$ cat src/shift_latch_consts.vh
// constants for the serial-in parallel-out latch
`ifndef SHIFT_LATCH_CONSTS_VH
`define SHIFT_LATCH_CONSTS_VH
`define SL_WIDTH        8
`define SL_FIRST_STAGE  0
`define SL_LAST_STAGE   7
`define SL_CLEAR_VALUE  8'h00
`define SL_STORE_RESET  8'h00
`endif

$ cat src/serial_to_parallel_latch.v
// serial-in parallel-out shift register with storage register and 3-state outputs
`timescale 1ns/100ps
//
// Contract
// - output enable high floats parallel outputs, low drives
// - shift clock rise shifts serial input in
// - storage clock rise copies stages to storage, except while clear is low
// - simultaneous edges store old contents, then shift
// - each parallel output driven high, low or floating; cascade output always driven
// - clear low forces all stages to zero
// - last stage on cascade output, ungated
// - enable never disturbs register contents
`include "shift_latch_consts.vh"

module serial_to_parallel_latch #(
   parameter WIDTH = `SL_WIDTH
) (
   input  wire             i_clk,
   input  wire             i_nrst,
   input  wire             i_data_in_line,
   input  wire             i_shift_clock,
   input  wire             i_shift_clear_n,
   input  wire             i_storage_clock,
   input  wire             i_output_enable_n,
   output reg  [WIDTH-1:0] o_parallel_outputs,
   output reg  [WIDTH-1:0] o_parallel_outputs_oe,
   output reg              o_cascade_out
);

   reg              rst_meta_r;
   reg              rst_sync_r;
   wire             rst_n;

   // pins are asynchronous: two flops each before use
   reg  [4:0]       pin_meta_r;
   reg  [4:0]       pin_sync_r;
   reg              shift_clk_d_r;
   reg              store_clk_d_r;
   reg  [WIDTH-1:0] shift_r;
   reg  [WIDTH-1:0] shift_nxt;
   reg  [WIDTH-1:0] store_r;
   wire             ser_s;
   wire             sclk_s;
   wire             clr_n_s;
   wire             rclk_s;
   wire             oe_n_s;
   wire             shift_rise;
   wire             store_rise;

   always @(posedge i_clk or negedge i_nrst) begin
      if (!i_nrst) begin
         rst_meta_r <= 1'b0;
         rst_sync_r <= 1'b0;
      end else begin
         rst_meta_r <= 1'b1;
         rst_sync_r <= rst_meta_r;
      end
   end
   assign rst_n = rst_sync_r;

   // clear and enable sync to their inactive (high) levels
   always @(posedge i_clk or negedge rst_n) begin
      if (!rst_n) begin
         // storage clock idles low: a high reset value would fake a store edge
         pin_meta_r <= 5'h14;
         pin_sync_r <= 5'h14;
      end else begin
         pin_meta_r <= {i_output_enable_n, i_storage_clock, i_shift_clear_n,
                        i_shift_clock, i_data_in_line};
         pin_sync_r <= pin_meta_r;
      end
   end
   assign ser_s   = pin_sync_r[0];
   assign sclk_s  = pin_sync_r[1];
   assign clr_n_s = pin_sync_r[2];
   assign rclk_s  = pin_sync_r[3];
   assign oe_n_s  = pin_sync_r[4];

   always @(posedge i_clk or negedge rst_n) begin
      if (!rst_n) begin
         shift_clk_d_r <= 1'b0;
         store_clk_d_r <= 1'b0;
      end else begin
         shift_clk_d_r <= sclk_s;
         store_clk_d_r <= rclk_s;
      end
   end
   assign shift_rise = sclk_s & ~shift_clk_d_r;
   assign store_rise = rclk_s & ~store_clk_d_r;

   always @* begin
      shift_nxt = {shift_r[WIDTH-2:0], ser_s};
   end

   // clear is level-sensitive and overrides any shift edge
   always @(posedge i_clk or negedge rst_n) begin
      if (!rst_n) begin
         shift_r <= `SL_CLEAR_VALUE;
      end else if (!clr_n_s) begin
         shift_r <= `SL_CLEAR_VALUE;
      end else if (shift_rise) begin
         shift_r <= shift_nxt;
      end
   end

   // storage sees the pre-edge shift value, so coincident edges load old data
   always @(posedge i_clk or negedge rst_n) begin
      if (!rst_n) begin
         store_r <= `SL_STORE_RESET;
      end else if (store_rise && clr_n_s) begin
         store_r <= shift_r;
      end
   end

   // enable gates only the pins, never the registers
   always @(posedge i_clk or negedge rst_n) begin
      if (!rst_n) begin
         o_parallel_outputs    <= `SL_STORE_RESET;
         o_parallel_outputs_oe <= {WIDTH{1'b0}};
         o_cascade_out         <= 1'b0;
      end else begin
         o_parallel_outputs    <= (store_rise && clr_n_s) ? shift_r : store_r;
         o_parallel_outputs_oe <= {WIDTH{~oe_n_s}};
         o_cascade_out         <= (!clr_n_s) ? 1'b0 :
                                  shift_rise ? shift_nxt[WIDTH-1] :
                                  shift_r[WIDTH-1];
      end
   end

endmodule // serial_to_parallel_latch

$ cat config.mk
export PLATFORM = sky130hd
export DESIGN_NAME = serial_to_parallel_latch
export DESIGN_NICKNAME = d
export VERILOG_FILES = /design/src/serial_to_parallel_latch.v
export VERILOG_INCLUDE_DIRS = /design/src
export SDC_FILE = /design/constraint.sdc
export NUM_CORES = 1
export LEC_CHECK = 0
export BUFFER_PORTS_ARGS = -buffer_cell sky130_fd_sc_hd__buf_2
export CORE_UTILIZATION = 47
export CTS_BUF_LIST = sky130_fd_sc_hd__clkbuf_8
export DETAILED_ROUTE_END_ITERATION = 6
export PLACE_DENSITY = 0.8
export SYNTH_ARGS = -nofsm -noshare
export SYNTH_HDL_FRONTEND = slang
export SYNTH_SLANG_ARGS = --single-unit
$ cat constraint.sdc
create_clock -name i_clk -period 2.1 [get_ports i_clk]
set_input_delay 0.63 -clock i_clk [delete_from_list [all_inputs] [get_ports i_clk]]
set_output_delay 0.63 -clock i_clk [all_outputs]
set_load 0.01 [all_outputs]
# ---- Word level (Yosys, flattened, before mapping)
# Cells that the tools add are included.
dict set report totals {
  reg_bits 32
  output_inout_bits 17
  wordCells 21
}
dict set report op_classes {
  eq_ne 1
  n_mux 4
  bitwise 5
  reduce_logical 1
}
# op n
set ops {}
lappend ops {{8-bit two-way mux} 2}
lappend ops {{1-bit NOT} 3}
lappend ops {{1-bit AND} 2}
lappend ops {{1-bit two-way mux} 2}
lappend ops {{2-bit by 1-bit != test with 1-bit output, second input constant} 1}
lappend ops {{1-bit logical AND} 1}

# ---- Logic depth before layout (Yosys ltp)
dict set report logic_depth {
  ltp_word 4
  mapped_depth 4
  ltp_nobuf 3
}

# ---- Least setup slack after synthesis
# OpenSTA, ideal clock, no wires.
dict set report synth_timing {
  path_type {register -> output}
  from {register o_parallel_outputs_oe[0] (netlist name)}
  to {output port o_parallel_outputs_oe[1]}
  t_arrival_ns 0.624
  slack_ns 0.846
  path_stages_with_launch 2
  path_cell_list {dfrtp_1 -> buf_4}
}
# item line
set synth_rtl {}
lappend synth_rtl {{end: declaration} serial_to_parallel_latch.v:26} ;# output reg [WIDTH-1:0] o_parallel_outputs_oe,
# No word-level cell between the ends.

# ---- Worst setup path in the final report
dict set report layout_timing {
  from {register o_parallel_outputs_oe[0] (netlist name)}
  to {output port o_parallel_outputs_oe[4]}
}
# No word-level cell between the ends.

==> summary.md <==
The synthesized area per cell came out at 14.22 um2. TritonCTS built the clock tree. Setup repair after global routing left no endpoint under its margin. For the largest net degree at the start of global routing, the log shows 20. Power spread over the standard cell area amounts to 985.9 nW/um2. The final worst-path setup slack came out at 604.9 ps. The number of detailed-routing iterations run before antenna repair was 3.

The count of port buffers added during placement came out at 23. The critical path depth is 1, and the initial core utilization is 50.44%. In this run the critical register-to-register path is launched from pin_sync_r[2]$_DFF_PN1_.

The logs give 0 ps for the summed negative setup slack over all endpoints and 122 for the number of instances in the placed design. The floorplan step set the die height to 51.19 um. The final critical path time including I/O delays and setup is 1495 ps.

The layout filler cell count is 201, and the arrival time reported for the critical path endpoint is 870 ps. 0 antenna diodes ended up in the layout. The die covers 2620 um2.

The tools report the register-to-register path setup slack as 900 ps. The count of nets after finishing is 108. The synthesized netlist devotes 8.141% of its cell area to simple gates. The logs give 17 for the standard-cell row count and 280 ps for the clock latency at the later pin of the worst-skew pair.

The run gives 5 as the number of DRC markers after the initial detailed-route iteration. The worst setup path is captured at an output port. The via count is 612. The congestion estimate from routability-driven global placement came to 0.7501. The worst register-to-register path ends at store_r[0]$_DFFE_PN0P_. Of the available clock period, the critical path in the final layout requires 71.19%. The top cell family by delay on the critical path is flip-flops. The final hold violation count is 0. The analysis attributes to cell leakage a power of 0.6810 nW. Along the worst path, the maximum fanout reaches 8. The portion of synthesized area spent on multiplexers is 7.921%. The post-synthesis share of cell area spent on xor and xnor gates was 0%. The number of levels in the clock H-tree is 2, and the achievable clock frequency is 668.9 MHz. Global routing consumed, over all layers together, 14.95% of the routing resources. The clock passes through at most 2 buffers. The critical path's largest stage delay is 420 ps. The slowest stage cell on the critical path was sky130_fd_sc_hd__dfrtp_1. In this run, synthesis produced a sequential element count of 32. After clock tree synthesis, the setup repair step added 0 buffers.

After layout, the design draws a total of 1.329 mW. The die is 51.19 um wide. The Yosys step of the flow raised 0 warnings. When the netlist entered floorplanning its net count stood at 87. In this run the remaining antenna-violating nets after routing total 0. Pin placement for this block handled 24 I/O pins. The required time of the critical path was 1470 ps; the synthesized instance count was 80. Compared with the post-synthesis result, the final layout area differs by 18.48%. For this run, the number of standard cells in the final layout without fillers is 130. The class of the tightest hold or removal check was primary input to asynchronous set/reset pin. After synthesis, the largest family of logic cells by area is simple AND/OR/NAND/NOR gates. The worst setup path is launched from a flop. The top cell types in the final layout, fill and taps aside, are sky130_fd_sc_hd__dfrtp_1 (28), sky130_fd_sc_hd__buf_2 (23), sky130_fd_sc_hd__nand2_1 (16).

After detailed routing, the number of vias per cell comes to 4.708. Post-CTS repair changed the size of 0 cells. The combined buffer and inverter count along the critical path is 1. Wires add up to 1.514 mm. The mapped netlist covers 1137 um2. The synthesized netlist devotes 5.941% of its cell area to compound gates. For the number of global-route vias before repair, the log shows 600.

The library cell used as clock root buffer is sky130_fd_sc_hd__clkbuf_8. In the final routed layout, each cell accounts on average for 11.65 um. Share of post-route cells with drive strength above 1: 44.12%. Post-synthesis share of cell area spent on full adders, half adders and majority gates: 0%.

The clock arrives with 6.779 ps of skew. The flow ran to the end, and the final reports show no timing, DRC or antenna violations. The path type of the worst setup path was flop to output port. Clock-pin slew was measured on the worst setup and hold paths at 60 ps. The number of antenna violations at the first check in global routing was 0; the half-perimeter wire length after detailed placement was 1.076 mm.

Leaving out fill and tap cells, the most frequent cell in the layout is sky130_fd_sc_hd__dfrtp_1. Setup violations remaining at the end of the flow were counted as 0. For the final-report max-slew violation count, the log shows 0.

The first global-routing pass estimated 2.553 mm of wire. For the number of DRC violations after detailed routing, the log shows 0. Traced cell by cell, the critical path runs through buf_2.

The number of different library cells used by synthesis comes to 14. Across the run, the number of max-cap violations was 0. The logs give 0.0007565 V for the maximum ir drop on the vdd rail and 886.5 ps for the worst setup slack after placement. For this design, the CTS-stage hold fixing added 0 buffers. Summing the sequential cell areas from Yosys gives 70.85% of the chip area. For the worst flop-to-flop path, the logic depth is 2. After floorplanning, the core was sized to cover 2255 um2. The worst hold slack across all endpoints is 122.5 ps. After global routing the overflow that remains totals 0.

The clock sink total is 32. The number of clock buffers inserted by TritonCTS was 5.
[worst max path at each step]
stage                                            start                        to  slack [ps]
finish              o_parallel_outputs_oe[0]$_DFF_PN0_  o_parallel_outputs_oe[4]         600
floorplan           o_parallel_outputs_oe[0]$_DFF_PN0_  o_parallel_outputs_oe[1]         850
detailed placement             pin_sync_r[2]$_DFF_PN1_    store_r[0]$_DFFE_PN0P_         890
global placement               pin_sync_r[2]$_DFF_PN1_    store_r[0]$_DFFE_PN0P_         910
CTS                 o_parallel_outputs_oe[0]$_DFF_PN0_  o_parallel_outputs_oe[4]         580
global route        o_parallel_outputs_oe[0]$_DFF_PN0_  o_parallel_outputs_oe[3]         550
[cells in the mapped netlist]
| master | count | area [um2] |
|---|---|---|
| sky130_fd_sc_hd__buf_2 | 1 | 5.000 |
| sky130_fd_sc_hd__mux2_2 | 8 | 90.09 |
| sky130_fd_sc_hd__dfstp_2 | 4 | 105.1 |
| sky130_fd_sc_hd__inv_1 | 1 | 3.750 |
| sky130_fd_sc_hd__nand3b_4 | 1 | 20.02 |
| sky130_fd_sc_hd__buf_6 | 1 | 11.26 |
| sky130_fd_sc_hd__nand2b_1 | 1 | 6.260 |
| sky130_fd_sc_hd__clkbuf_2 | 1 | 5.000 |
| sky130_fd_sc_hd__nor2b_1 | 1 | 6.260 |
| sky130_fd_sc_hd__a21boi_0 | 9 | 67.56 |
| sky130_fd_sc_hd__dfrtp_1 | 28 | 700.7 |
| sky130_fd_sc_hd__buf_4 | 7 | 52.55 |
| sky130_fd_sc_hd__conb_1 | 1 | 3.750 |
| sky130_fd_sc_hd__nand2_1 | 16 | 60.06 |
[sequential cells by signal, indices dropped and copies added, names as in the netlist]
| signal | count |
|---|---|
| rst_meta_r | 1 |
| rst_n | 1 |
| shift_r | 8 |
| o_cascade_out | 1 |
| store_r | 8 |
| o_parallel_outputs_oe | 1 |
| pin_meta_r | 5 |
| store_clk_d_r | 1 |
| shift_clk_d_r | 1 |
| pin_sync_r | 5 |
[area by class of cell]
type | count | area (um2) | area share (%)
clock inverters | 1 | 30.03 | 2.228
repair buffers | 24 | 122.6 | 9.099
well taps | 28 | 35.03 | 2.600
clock buffers | 7 | 96.34 | 7.150
flip-flops and latches | 32 | 805.8 | 59.80
inverters | 1 | 3.754 | 0.2786
multi-input cells | 37 | 254.0 | 18.85
[layer usage]
layer | vias up | track usage (%) | share of wire [%]
met5 | - | 0 | 0
met4 | 0 | 11.57 | 4.0
met3 | 5 | 8.036 | 6.1
met2 | 19 | 24.12 | 48
met1 | 300 | 13.94 | 41
li1 | 288 | - | -
[through the flow]
step	area [um2]	utilization, %
after floorplan	1137	-
after global placement	1221	54.16
after detailed placement	1221	54.16
after CTS	1348	59.77
after global routing	1348	59.77
final	1348	59.77
[logic make-up after synthesis]
kind of cell    count (synthesis)
compound gates                  9
flops                          32
mux                             8
buf+inv                        11
other cells                     1
simple gates                   19
[power breakdown]
group | switching, mW | internal [mW] | total, mW
logic | 0.0253 | 0.0203 | 0.0456
registers | 0.0143 | 0.638 | 0.652
clock network | 0.212 | 0.418 | 0.631
total | 0.252 | 1.08 | 1.33
(Power assumes the default switching activity.)
